==> src/spisr_defines.svh <==
// Register offsets, field positions, reset values, write masks and the bit count per byte of the serial port
`ifndef SPISR_DEFINES_SVH
`define SPISR_DEFINES_SVH

`define SPISR_ADDR_CTRL 2'h0
`define SPISR_ADDR_STAT 2'h1
`define SPISR_ADDR_DATA 2'h2

// Control register fields
`define SPISR_CTL_RXIE 7
`define SPISR_CTL_MSTR 5
`define SPISR_CTL_CLOCK_POLARITY 4
`define SPISR_CTL_CLOCK_PHASE 3
`define SPISR_CTL_WOM 2
`define SPISR_CTL_EN 1
`define SPISR_CTL_TXIE 0
`define SPISR_CTL_RESET 8'h2_8
`define SPISR_CTL_WMASK 8'hb_f

// Status/control register fields
`define SPISR_ST_RXF 7
`define SPISR_ST_ERROR_IRQ_EN 6
`define SPISR_ST_OVR 5
`define SPISR_ST_MODE_FAULT_FLAG 4
`define SPISR_ST_TXE 3
`define SPISR_ST_MODE_FAULT_DETECT_EN 2
`define SPISR_ST_RATE_HI 1
`define SPISR_ST_RATE_LO 0
`define SPISR_ST_WMASK 8'h4_7

`define SPISR_BITS_PER_BYTE 4'h8

`endif

==> src/spisr_pkg.sv <==
// Types shared by the serial port design files
package spisr_pkg;
  typedef logic [7:0] spisr_byte_type;
  typedef logic [1:0] spisr_addr_type;
  typedef logic [1:0] spisr_rate_type;
endpackage

==> src/spisr_sync.sv <==
// Two-flop synchroniser for pin inputs
`timescale 1ns/1ps
`default_nettype none
module spisr_sync (
  input wire logic i_clk,
  input wire logic i_resetn,
  input wire logic i_init,
  input wire logic i_d,
  output logic o_q
);
  logic meta_r;
  logic q_r;

  always_ff @(posedge i_clk) begin
    if (!i_resetn) begin
      meta_r <= 1'b0;
      q_r <= 1'b0;
    end else begin
      meta_r <= i_d;
      q_r <= meta_r;
    end
  end

  // Init selects the idle level seen right after reset
  assign o_q = q_r ^ i_init;
endmodule
`default_nettype wire

==> src/spisr_baud.sv <==
// Master serial clock half-period tick generator
`timescale 1ns/1ps
`default_nettype none
module spisr_baud
  import spisr_pkg::*;
(
  input wire logic i_clk,
  input wire logic i_resetn,
  input wire logic i_run,
  input wire spisr_pkg::spisr_rate_type i_rate,
  output logic o_tick
);
  logic [6:0] cnt_r;

  // Half period equals the divisor, so a full clock is 2 x divisor
  function automatic logic [6:0] half_limit(input spisr_rate_type r);
    case (r)
      2'h0: half_limit = 7'h01;
      2'h1: half_limit = 7'h07;
      2'h2: half_limit = 7'h1f;
      default: half_limit = 7'h7f;
    endcase
  endfunction

  always_ff @(posedge i_clk) begin
    if (!i_resetn || !i_run || cnt_r >= half_limit(i_rate)) begin
      cnt_r <= 7'h00;
    end else begin
      cnt_r <= cnt_r + 7'h01;
    end
  end

  assign o_tick = i_run && (cnt_r >= half_limit(i_rate));
endmodule
`default_nettype wire

==> src/spisr_top.sv <==
// Serial peripheral port: registers, master/slave shifter, flags and pin control
//
// Chosen here: the plain strobed port and the address map.
`timescale 1ns/1ps
`default_nettype none
`include "spisr_defines.svh"

// Functional notes
// - Receive and transmit interrupt enables gate their flags; reset clears both.
// - master_select 1 means master, 0 slave; resets to 1.
// - clock_polarity sets serial clock idle level; resets to 0.
// - clock_phase selects sampling edge timing; resets to 1.
// - wired_or_select makes clock and data pins open-drain, else push-pull.
// - port_enable enables the port; clearing it partially resets; resets to 0.
// - rx_full set on byte arrival; cleared by status read then data read.
// - error_irq_en lets overrun and mode fault request interrupts.
// - Byte arriving while receive full sets overrun; old byte kept.
// - Overrun cleared by status read with flag set then data read.
// - Mode fault: slave select rises mid-byte, or master select low.
// - Mode fault cleared by status read then control write.
// - tx_empty set at handoff to shifter, cleared by data write; resets 1.
// - Detect enable permits mode fault; clearing it keeps the flag.
// - Slave always uses select input; master only with detection enabled.
// - Master without detection ignores select; slave only skips the flag.
// - Rate field picks divisor 2, 8, 32 or 128 in master mode.
// - Serial clock equals base clock over twice the divisor.
// - Data address: writes go to transmit, reads from receive buffer.
// - Deselected slave floats its output and ignores serial clocks.
module spisr_top
  import spisr_pkg::*;
(
  input wire logic i_clk,
  input wire logic i_resetn,
  input wire spisr_pkg::spisr_addr_type i_addr,
  input wire spisr_pkg::spisr_byte_type i_wdata,
  input wire logic i_wr,
  input wire logic i_rd,
  output spisr_pkg::spisr_byte_type o_rdata,
  output logic o_irq,
  input wire logic i_sck,
  output logic o_sck,
  output logic o_sck_oe,
  input wire logic i_mosi,
  output logic o_mosi,
  output logic o_mosi_oe,
  input wire logic i_miso,
  output logic o_miso,
  output logic o_miso_oe,
  input wire logic i_ssn,
  output logic o_ss_in_use,
  output logic o_pullup_en
);
  import spisr_pkg::*;

  typedef enum logic [2:0] {
    SPISR_IDLE = 3'b001,
    SPISR_LEAD = 3'b010,
    SPISR_TRAIL = 3'b100
  } spisr_state_type;

  // ---------------------------------------------------------------
  // Registers
  // ---------------------------------------------------------------
  spisr_byte_type ctl_r;
  logic err_ie_r, mode_fault_flag_en_r;
  spisr_rate_type rate_r;
  logic rxf_r, ovr_r, mode_fault_flag_r, txe_r;
  logic rxf_armed_r, ovr_armed_r, mode_fault_flag_armed_r;
  spisr_byte_type tx_buf_r, rx_buf_r, shift_r;
  logic [3:0] bit_cnt_r;
  spisr_state_type state_r;
  logic sck_r;
  logic sck_s, sck_q_r, mosi_s, miso_s, ssn_s, ssn_q_r;

  logic en, mstr, clock_polarity, clock_phase, wom;
  logic wr_ctl, wr_st, wr_data, rd_st, rd_data;
  logic tick, load_now, byte_done, sample_in, sck_lead, sck_trail, slv_sel;
  logic slv_busy;
  logic edge_lead, edge_trail, out_r;
  spisr_byte_type rx_word;

  assign en = ctl_r[`SPISR_CTL_EN];
  assign mstr = ctl_r[`SPISR_CTL_MSTR];
  assign clock_polarity = ctl_r[`SPISR_CTL_CLOCK_POLARITY];
  assign clock_phase = ctl_r[`SPISR_CTL_CLOCK_PHASE];
  assign wom = ctl_r[`SPISR_CTL_WOM];
  assign wr_ctl = i_wr && i_addr == `SPISR_ADDR_CTRL;
  assign wr_st = i_wr && i_addr == `SPISR_ADDR_STAT;
  assign wr_data = i_wr && i_addr == `SPISR_ADDR_DATA;
  assign rd_st = i_rd && i_addr == `SPISR_ADDR_STAT;
  assign rd_data = i_rd && i_addr == `SPISR_ADDR_DATA;

  // ---------------------------------------------------------------
  // Pin synchronisers
  // ---------------------------------------------------------------
  spisr_sync u_sync_sck (.i_clk(i_clk), .i_resetn(i_resetn), .i_init(1'b0),
    .i_d(i_sck), .o_q(sck_s));
  spisr_sync u_sync_mosi (.i_clk(i_clk), .i_resetn(i_resetn), .i_init(1'b0),
    .i_d(i_mosi), .o_q(mosi_s));
  spisr_sync u_sync_miso (.i_clk(i_clk), .i_resetn(i_resetn), .i_init(1'b0),
    .i_d(i_miso), .o_q(miso_s));
  // Select idles high, so reset shows it deselected
  spisr_sync u_sync_ssn (.i_clk(i_clk), .i_resetn(i_resetn), .i_init(1'b1),
    .i_d(~i_ssn), .o_q(ssn_s));

  always_ff @(posedge i_clk) begin
    if (!i_resetn) begin
      sck_q_r <= 1'b0;
      ssn_q_r <= 1'b1;
    end else begin
      sck_q_r <= sck_s;
      ssn_q_r <= ssn_s;
    end
  end

  // ---------------------------------------------------------------
  // Control register
  // ---------------------------------------------------------------
  always_ff @(posedge i_clk) begin
    if (!i_resetn) begin
      ctl_r <= `SPISR_CTL_RESET;
    end else if (wr_ctl) begin
      ctl_r <= i_wdata & `SPISR_CTL_WMASK;
    end
  end

  always_ff @(posedge i_clk) begin
    if (!i_resetn) begin
      err_ie_r <= 1'b0;
      mode_fault_flag_en_r <= 1'b0;
      rate_r <= 2'h0;
    end else if (wr_st) begin
      err_ie_r <= i_wdata[`SPISR_ST_ERROR_IRQ_EN];
      mode_fault_flag_en_r <= i_wdata[`SPISR_ST_MODE_FAULT_DETECT_EN];
      rate_r <= i_wdata[`SPISR_ST_RATE_HI:`SPISR_ST_RATE_LO];
    end
  end

  // ---------------------------------------------------------------
  // Shift engine
  // ---------------------------------------------------------------
  spisr_baud u_baud (
    .i_clk(i_clk),
    .i_resetn(i_resetn),
    .i_run(en && mstr && state_r != SPISR_IDLE),
    .i_rate(rate_r),
    .o_tick(tick)
  );

  // Slave sees select only as a level; deselect abandons the byte
  assign slv_sel = en && !mstr && !ssn_q_r;
  assign sck_lead = slv_sel && (sck_s != sck_q_r) && (sck_s != clock_polarity);
  assign sck_trail = slv_sel && (sck_s != sck_q_r) && (sck_s == clock_polarity);
  assign slv_busy = !mstr && state_r != SPISR_IDLE;
  assign load_now = en && mstr && state_r == SPISR_IDLE && !txe_r;

  // Sample edge captures a bit, drive edge moves the output bit
  assign sample_in = mstr ? miso_s : mosi_s;
  assign edge_lead = mstr ? tick : sck_lead;
  assign edge_trail = mstr ? tick : sck_trail;
  // Byte always ends on the eighth trailing edge
  assign byte_done = (state_r == SPISR_TRAIL) && edge_trail &&
    (bit_cnt_r == (clock_phase ? `SPISR_BITS_PER_BYTE - 4'h1 : `SPISR_BITS_PER_BYTE));
  // With phase 1 the last bit arrives on the ending edge itself
  assign rx_word = clock_phase ? {shift_r[6:0], sample_in} : shift_r;

  always_ff @(posedge i_clk) begin
    if (!i_resetn || !en || (!mstr && ssn_q_r)) begin
      state_r <= SPISR_IDLE;
      bit_cnt_r <= 4'h0;
      sck_r <= 1'b0;
      shift_r <= 8'h0_0;
      out_r <= 1'b0;
    end else begin
      case (state_r)
        SPISR_IDLE: begin
          sck_r <= 1'b0;
          if (load_now || slv_sel) begin
            shift_r <= tx_buf_r;
            out_r <= tx_buf_r[7];
            bit_cnt_r <= 4'h0;
            state_r <= SPISR_LEAD;
          end
        end
        SPISR_LEAD: begin
          if (edge_lead) begin
            sck_r <= 1'b1;
            if (clock_phase) begin
              out_r <= shift_r[7];
            end else begin
              shift_r <= {shift_r[6:0], sample_in};
              bit_cnt_r <= bit_cnt_r + 4'h1;
            end
            state_r <= SPISR_TRAIL;
          end
        end
        SPISR_TRAIL: begin
          if (edge_trail) begin
            sck_r <= 1'b0;
            if (clock_phase) begin
              shift_r <= {shift_r[6:0], sample_in};
              bit_cnt_r <= bit_cnt_r + 4'h1;
            end else begin
              out_r <= shift_r[7];
            end
            state_r <= byte_done ? SPISR_IDLE : SPISR_LEAD;
          end
        end
        default: state_r <= SPISR_IDLE;
      endcase
    end
  end

  // ---------------------------------------------------------------
  // Transmit buffer and flag
  // ---------------------------------------------------------------
  always_ff @(posedge i_clk) begin
    if (!i_resetn) begin
      tx_buf_r <= 8'h0_0;
    end else if (wr_data) begin
      tx_buf_r <= i_wdata;
    end
  end

  logic handoff;
  assign handoff = state_r == SPISR_IDLE && (load_now || (slv_sel && !txe_r));

  always_ff @(posedge i_clk) begin
    if (!i_resetn || !en) begin
      txe_r <= 1'b1;
    end else if (handoff) begin
      txe_r <= 1'b1;
    end else if (wr_data) begin
      txe_r <= 1'b0;
    end
  end

  // ---------------------------------------------------------------
  // Receive buffer, full and overrun
  // ---------------------------------------------------------------
  logic rx_clear;
  assign rx_clear = rd_data && rxf_armed_r;

  always_ff @(posedge i_clk) begin
    if (!i_resetn) begin
      rx_buf_r <= 8'h0_0;
    end else if (byte_done && !(rxf_r && !rx_clear)) begin
      rx_buf_r <= rx_word;
    end
  end

  always_ff @(posedge i_clk) begin
    if (!i_resetn || !en) begin
      rxf_r <= 1'b0;
      rxf_armed_r <= 1'b0;
      ovr_r <= 1'b0;
      ovr_armed_r <= 1'b0;
    end else begin
      // Set beats a clear in the same cycle
      if (byte_done) begin
        rxf_r <= 1'b1;
      end else if (rx_clear) begin
        rxf_r <= 1'b0;
      end
      if (rd_st) begin
        rxf_armed_r <= rxf_r;
      end else if (rd_data) begin
        rxf_armed_r <= 1'b0;
      end
      if (byte_done && rxf_r && !rx_clear) begin
        ovr_r <= 1'b1;
      end else if (rd_data && ovr_armed_r) begin
        ovr_r <= 1'b0;
      end
      if (rd_st) begin
        ovr_armed_r <= ovr_r;
      end else if (rd_data) begin
        ovr_armed_r <= 1'b0;
      end
    end
  end

  // ---------------------------------------------------------------
  // Mode fault
  // ---------------------------------------------------------------
  logic mode_fault_flag_event;
  assign mode_fault_flag_event = en && mode_fault_flag_en_r &&
    ((mstr && !ssn_q_r) || (!mstr && slv_busy && ssn_s && !ssn_q_r));

  always_ff @(posedge i_clk) begin
    if (!i_resetn) begin
      mode_fault_flag_r <= 1'b0;
      mode_fault_flag_armed_r <= 1'b0;
    end else begin
      if (mode_fault_flag_event) begin
        mode_fault_flag_r <= 1'b1;
      end else if (wr_ctl && mode_fault_flag_armed_r) begin
        mode_fault_flag_r <= 1'b0;
      end
      if (rd_st) begin
        mode_fault_flag_armed_r <= mode_fault_flag_r;
      end else if (wr_ctl) begin
        mode_fault_flag_armed_r <= 1'b0;
      end
    end
  end

  // ---------------------------------------------------------------
  // Read port and interrupt
  // ---------------------------------------------------------------
  spisr_byte_type st_view;
  assign st_view = {rxf_r, err_ie_r, ovr_r, mode_fault_flag_r, txe_r, mode_fault_flag_en_r, rate_r};

  always_ff @(posedge i_clk) begin
    if (!i_resetn) begin
      o_rdata <= 8'h0_0;
    end else if (i_rd) begin
      case (i_addr)
        `SPISR_ADDR_CTRL: o_rdata <= ctl_r;
        `SPISR_ADDR_STAT: o_rdata <= st_view;
        `SPISR_ADDR_DATA: o_rdata <= rx_buf_r;
        default: o_rdata <= 8'h0_0;
      endcase
    end else begin
      o_rdata <= 8'h0_0;
    end
  end

  assign o_irq = (ctl_r[`SPISR_CTL_RXIE] && rxf_r) ||
    (ctl_r[`SPISR_CTL_TXIE] && txe_r) || (err_ie_r && (ovr_r || mode_fault_flag_r));

  // ---------------------------------------------------------------
  // Pins
  // ---------------------------------------------------------------
  logic m_drive, s_drive, sck_lvl, out_bit;
  // Mode fault drops master drive to stop bus contention
  assign m_drive = en && mstr && !mode_fault_flag_r;
  assign s_drive = slv_sel;
  assign sck_lvl = sck_r ^ clock_polarity;
  assign out_bit = out_r;
  // Open-drain: only drive low when wired-or
  assign o_sck = sck_lvl;
  assign o_sck_oe = m_drive && (!wom || !sck_lvl);
  assign o_mosi = out_bit;
  assign o_mosi_oe = m_drive && (!wom || !out_bit);
  assign o_miso = out_bit;
  assign o_miso_oe = s_drive && (!wom || !out_bit);
  assign o_pullup_en = en && !wom;
  assign o_ss_in_use = en && (!mstr || mode_fault_flag_en_r);
endmodule
`default_nettype wire

==> config.mk <==
export PLATFORM = sky130hd
export DESIGN_NAME = spisr_top
export DESIGN_NICKNAME = d
export VERILOG_FILES = /design/src/spisr_pkg.sv /design/src/spisr_sync.sv /design/src/spisr_baud.sv /design/src/spisr_top.sv
export VERILOG_INCLUDE_DIRS = /design/src
export SDC_FILE = /design/constraint.sdc
export NUM_CORES = 1
export LEC_CHECK = 0
export BUFFER_PORTS_ARGS = -buffer_cell sky130_fd_sc_hd__clkbuf_2
export CAP_MARGIN = 20
export CORE_ASPECT_RATIO = 1.4
export CORE_MARGIN = 2
export CORE_UTILIZATION = 55
export CTS_CLUSTER_SIZE = 16
export DETAILED_ROUTE_END_ITERATION = 7
export PLACE_DENSITY = 0.75
export SETUP_SLACK_MARGIN = 0.4
export SLEW_MARGIN = 25
export SYNTH_ARGS = -nofsm -noshare
export SYNTH_HDL_FRONTEND = slang
export SYNTH_SLANG_ARGS = --single-unit
export TNS_END_PERCENT = 50
==> constraint.sdc <==
create_clock -name i_clk -period 2.35 [get_ports i_clk]
set_input_delay 0.235 -clock i_clk [delete_from_list [all_inputs] [get_ports i_clk]]
set_output_delay 0.235 -clock i_clk [all_outputs]
set_load 0.01 [all_outputs]
## Word level (Yosys, flattened, before mapping)

Index checks and enable logic that the tools add are counted.
Widths: inputs -> output; s select.

| storage, ports and cells | value |
|---|---|
| RAM bits | 0 |
| logic and storage cells | 181 |
| bits in registers | 76 |
| bits in read-only memories | 0 |
| input bits | 18 |
| bits in latches | 0 |
| memories | 0 |
| output and inout bits | 17 |

| cells by class | value |
|---|---|
| eq/ne operators | 19 |
| muxes and demuxes | 43 |
| bitwise logic cells | 3 |
| shift-type cells | 0 |
| order comparisons | 1 |
| div/mod/pow operators | 0 |
| add/sub/neg operators | 2 |
| reduce and logical (&&, ||, !) cells | 83 |
| multiply operators | 0 |

Operators with widths:

| operator | count |
|---|---|
| $pmux 8 s3 | 2 |
| $logic_and 1x1->1 | 43 |
| $mux 8 | 5 |
| $mux 4 | 6 |
| $mux 1 | 21 |
| $pmux 7 s3 | 1 |
| $ne 2x2->1 const B | 7 |
| $logic_or 1x1->1 | 13 |
| $logic_not 1->1 | 12 |
| $pmux 4 s3 | 1 |
| $reduce_and 6->1 | 2 |
| $reduce_bool 2->1 | 5 |
| $mux 3 | 3 |
| $pmux 3 s3 | 1 |
| $add 7x1->7 const B | 1 |
| $ge 7x7->1 | 1 |
| $pmux 1 s3 | 2 |
| $reduce_and 3->1 | 2 |
| $reduce_and 5->1 | 1 |
| $add 4x1->4 const B | 1 |
| $eq 2x1->1 const B | 2 |
| $eq 2x2->1 const B | 2 |
| $eq 4x4->1 | 1 |
| $logic_not 2->1 | 2 |
| 12 further kinds | 14 |

## Longest topological paths before layout

| depth | value |
|---|---|
| word-level depth | 11 |
| mapped depth | 9 |
| depth with buffers taken out | 8 |

## Modules after synthesis

From an unflattened synthesis, not the netlist that was laid out.

| unflattened totals | value |
|---|---|
| cells, all modules | 453 |
| area, all modules | 3788.6 um2 |

By module, submodules not included:

| module | instances | sequential area each (um2) | cells each | area an instance (um2) |
|---|---|---|---|---|
| spisr_top | 1 | 1221.2 | 387 | 3109.2 |
| spisr_baud | 1 | 140.1 | 46 | 434.2 |
| spisr_sync | 4 | 40.0 | 5 | 61.3 |

## Worst setup path after synthesis

OpenSTA, ideal clock, no wires.

| path | value |
|---|---|
| path kind | reg2reg |
| from | reg rate_r[1] |
| to | reg rx_buf_r[4] |
| buffers on the path | 1 |
| data arrival time | 2.052 ns |
| clock period less this slack | 2.169 ns |
| library setup time | 0.116 ns |
| path slack | 0.181 ns |
| stages on the path, launching flop included | 10 |
| required time | 2.234 ns |
| cell sequence | dfxtp_1 > nor2_1 > ha_1 > a211oi_1 > nor4_2 > o21ai_2 > a211oi_2 > buf_2 > nand2_1 > o211a_1 |

| between the ends | value |
|---|---|
| longest elaborated chain between the ends | 8 |
| elaborated cells on any way between the ends | 10 |
| those cells by class | 1 x order compare; 2 x eq/ne; 2 x mux; 5 x reduce/logical |

RTL lines:

| what | line | RTL |
|---|---|---|
| start, declared | spisr_top.sv:66 | `spisr_rate_type rate_r;` |
| start signal, assigned | spisr_top.sv:135 | `` rate_r <= i_wdata[`SPISR_ST_RATE_HI:`SPISR_ST_RATE_LO]; `` |
| $eq 2x2->1, or another cell as far along | spisr_baud.sv:17 | `case (r)` |
| $pmux 7 s3 (*) | spisr_baud.sv:17 |  |
| $ge 7x7->1 (*) | spisr_baud.sv:33 | `assign o_tick = i_run && (cnt_r >= half_limit(i_rate));` |
| $logic_and 1x1->1 (*) | spisr_baud.sv:33 |  |
| $mux 1 (*) | spisr_top.sv:160 | `assign edge_trail = mstr ? tick : sck_trail;` |
| $logic_and 1x1->1 (*) (2 in a row) | spisr_top.sv:162 | `assign byte_done = (state_r == SPISR_TRAIL) && edge_trail &&` |
| $logic_and 1x1->1 (*) | spisr_top.sv:247 | `end else if (byte_done && !(rxf_r && !rx_clear)) begin` |
| end signal, assigned | spisr_top.sv:248 | `rx_buf_r <= rx_word;` |
| end, declared | spisr_top.sv:69 | `spisr_byte_type tx_buf_r, rx_buf_r, shift_r;` |

Every way passes the cells marked *; elsewhere a longest branch is shown, timed or not.
A chain may end at the register's enable or synchronous reset.

## Worst setup path after layout

| path | value |
|---|---|
| from | reg rate_r[1] |
| to | reg rx_buf_r[2] |

Same word-level chain as after synthesis.

==> metrics.txt <==
final hold slack=0.0273 ns; Layout Utilization=68.0%; Detailed Route WL=9.06 mm; largest net degree at the start of global routing=44; EDFF count, synth=0; Post-Syn Nets=455; Synth Warn #=0; synth cell count leaders=dfxtp_1 (76), nand2_1 (64), nor2_1 (42); dpl cells=521; PortBufs=34; Main synth FF type=dfxtp_1; antenna violations before repair=0; drt pass-1 iters=4; Yosys cell types=52; Synth area leader=dfxtp_1; clk_lat worst skew=0.36 ns; Worst IR Drop VDD=362 uV; share of layout cells above drive strength 1=23.7%; final setup violating endpoints=0; RD Place Congestion=0.896; CTS sink cnt=76; Net Sw Frac=27.0%; FF-to-FF Start=rate_r[1]; slowest cell delay on critical path=0.39 ns; Slew headroom=57.8%; Worst Setup End Kind=register; drt drc=0; die area=7370 sq um; Synth Instances=429; pwr/cell area=549 nW/um^2; Tot GR Track Use=26.2%; Sw Pwr=657 uW; critical path type=reg2reg; H-tree depth reported by CTS=3; worst-case clock buffer depth=2; minimum clock period after layout=2.21 ns; Startpoint Class=register; total number of vias=3215; Final period util=94.0%; post-synthesis register bit count=76; Setup crit start=rate_r[1]; CTS tree=yes; Clock Power Share=39.5%; Syn Area/Cell=8.57 sq um; area grow syn2layout=20.6%; Clock Pin Slew Worst Setup and Hold Paths=0.09 ns; unrepaired setup endpoints after global routing=yes; I/O pins=35; Yosys top cell area share=41.4%; sequential area share after synthesis=41.4%; Max Fclk=453 MHz; final std cells w/o fill=550; Final Max Slew Viols=0; Num CTS Buffers=9; status=finished, final reports clean; CP bufs+invs=2; WP data arrival=2.47 ns; GR Overflow Total=0; Slowest-stage cell, CP=dfxtp_4; Antenna Violating Nets Remaining=0; maxcap violations=0; most numerous cell in the Yosys netlist=dfxtp_1; area post-placement=3960 sq um; Final HPWL DP=6.27 mm; hold path startpoint=i_ssn; fin area=4440 sq um; Leakage=0.00179 uW; Comb pwr share=6.3%; Die H=101 microns; CP delay by family, top=simple AND/OR/NAND/NOR gates; Worst Hold Class=in2reg; Cell Int Power=1780 uW; Iteration-0 DRC Markers=172; effective utilization at floorplan=56.4%; Seq pwr share=54.2%; clk_skew=0.0154 ns; CP required=2.61 ns; die width=73.1 microns; ANT cells=0; WL per Instance=16.5 microns; Final Hold Viols=0; Area contributors post-synth=dfxtp_1 (41%), mux2i_1 (7.3%), nand2_1 (6.5%); Final Net Count=497; critical path fanouts, max=7; core area=6530 sq um; CP Cell Sequence=nand2_4 -> ha_4 -> nand2_4 -> nor4_4 -> o21ai_4 -> buf_6 -> a211oi_4 -> buf_6 -> nand2_1 -> o211a_1; first-pass GRT wire length=14.9 mm; clock root cell=clkbuf_8; post-synthesis cell area=3680 sq um; Slew @ Worst Pin=0.631 ns; vias per cell=5.85; number of global-route vias before repair=3140; num rows=35; Async SR Flop Fraction=0%; hold bufs inserted after CTS=0
[kinds of logic (layout without fill, tap and decap cells)]
logic type | after synthesis | count (layout) | synth area share (%)
and+or+nand+nor | 176 | 176 | 23.0
AOI/OAI and AO/OA | 100 | 100 | 19.7
DFF | 76 | 76 | 41.4
buffers and inverters | 35 | 82 | 4.22
muxes | 27 | 27 | 7.35
adders and majority gates | 8 | 8 | 2.72
xor gates and xnor gates | 7 | 7 | 1.67
[worst paths after layout]
| path | to | slack (ns) | cells after the start |
|---|---|---|---|
| min | u_sync_ssn.meta_r | 0.03 | 2 |
| min reg2reg | ssn_q_r | 0.40 | 1 |
| max reg2reg | rx_buf_r[2] | 0.14 | 10 |
| max | rx_buf_r[2] | 0.14 | 10 |
[registers in the layout, summed over array words and instances, names as in the netlist, 2 cells and up]
| register | flops |
|---|---|
| ctl_r | 7 |
| tx_buf_r | 8 |
| bit_cnt_r | 4 |
| o_rdata | 8 |
| rate_r | 2 |
| state_r | 3 |
| shift_r | 8 |
| u_baud.cnt_r | 7 |
| rx_buf_r | 8 |
[what timing repair did]
item / CTS / global route
setup buffers: 10 / 1
pin swaps: 15 / 6
setup endpoints to repair: 27 / 27
gates cloned: 1 / 1
resized for setup: 28 / 4
[power groups by stage]
stage	clock [uW]	sequential, uW	combinational [uW]
global route	1020	1320	168
CTS	974	1320	152
finish	962	1320	153
global placement	0	1350	144
detailed placement	0	1350	145
floorplan	0	1350	99.6
[placed cells by master (no fill, tap or decap), types with 14 or more instances in the layout]
cell and count:
a21boi_0 16, mux2i_1 27, nand3_1 17, a21oi_1 30, nand2_1 59, nor2_1 38, buf_4 15, nor2b_1 14
dfxtp_1 73, clkbuf_2 34
[layout make-up]
| type | count | area [sq um] |
|---|---|---|
| clock buffer | 9 | 124 |
| clock inverter | 7 | 62.6 |
| sequential | 76 | 1530 |
| timing repair buffer | 58 | 415 |
| tap | 74 | 92.6 |
| fill | 527 | 2090 |
| multi-input combinational | 318 | 2180 |
| inverter | 8 | 30.0 |
[per-layer routing]
layer | up-vias | track usage [%] | part of all wire, %
li1 | 1576 | - | -
met1 | 1527 | 31.8 | 42
met2 | 90 | 43.1 | 51
met3 | 22 | 6.00 | 4.6
met4 | 0 | 12.4 | 2.7
met5 | - | 0 | 0
[stage by stage]
| stage | worst slack (ns) | total power [uW] | TNS (ns) |
|---|---|---|---|
| global placement | -0.0298 | 1490 | -0.0585 |
| CTS | 0.184 | 2450 | 0 |
| detailed placement | -0.140 | 1500 | -0.386 |
| floorplan | 0.332 | 1450 | 0 |
| global route | 0.0898 | 2520 | 0 |
| finish | 0.142 | 2440 | 0 |
No activity file was read; power rests on OpenSTA's default activity.
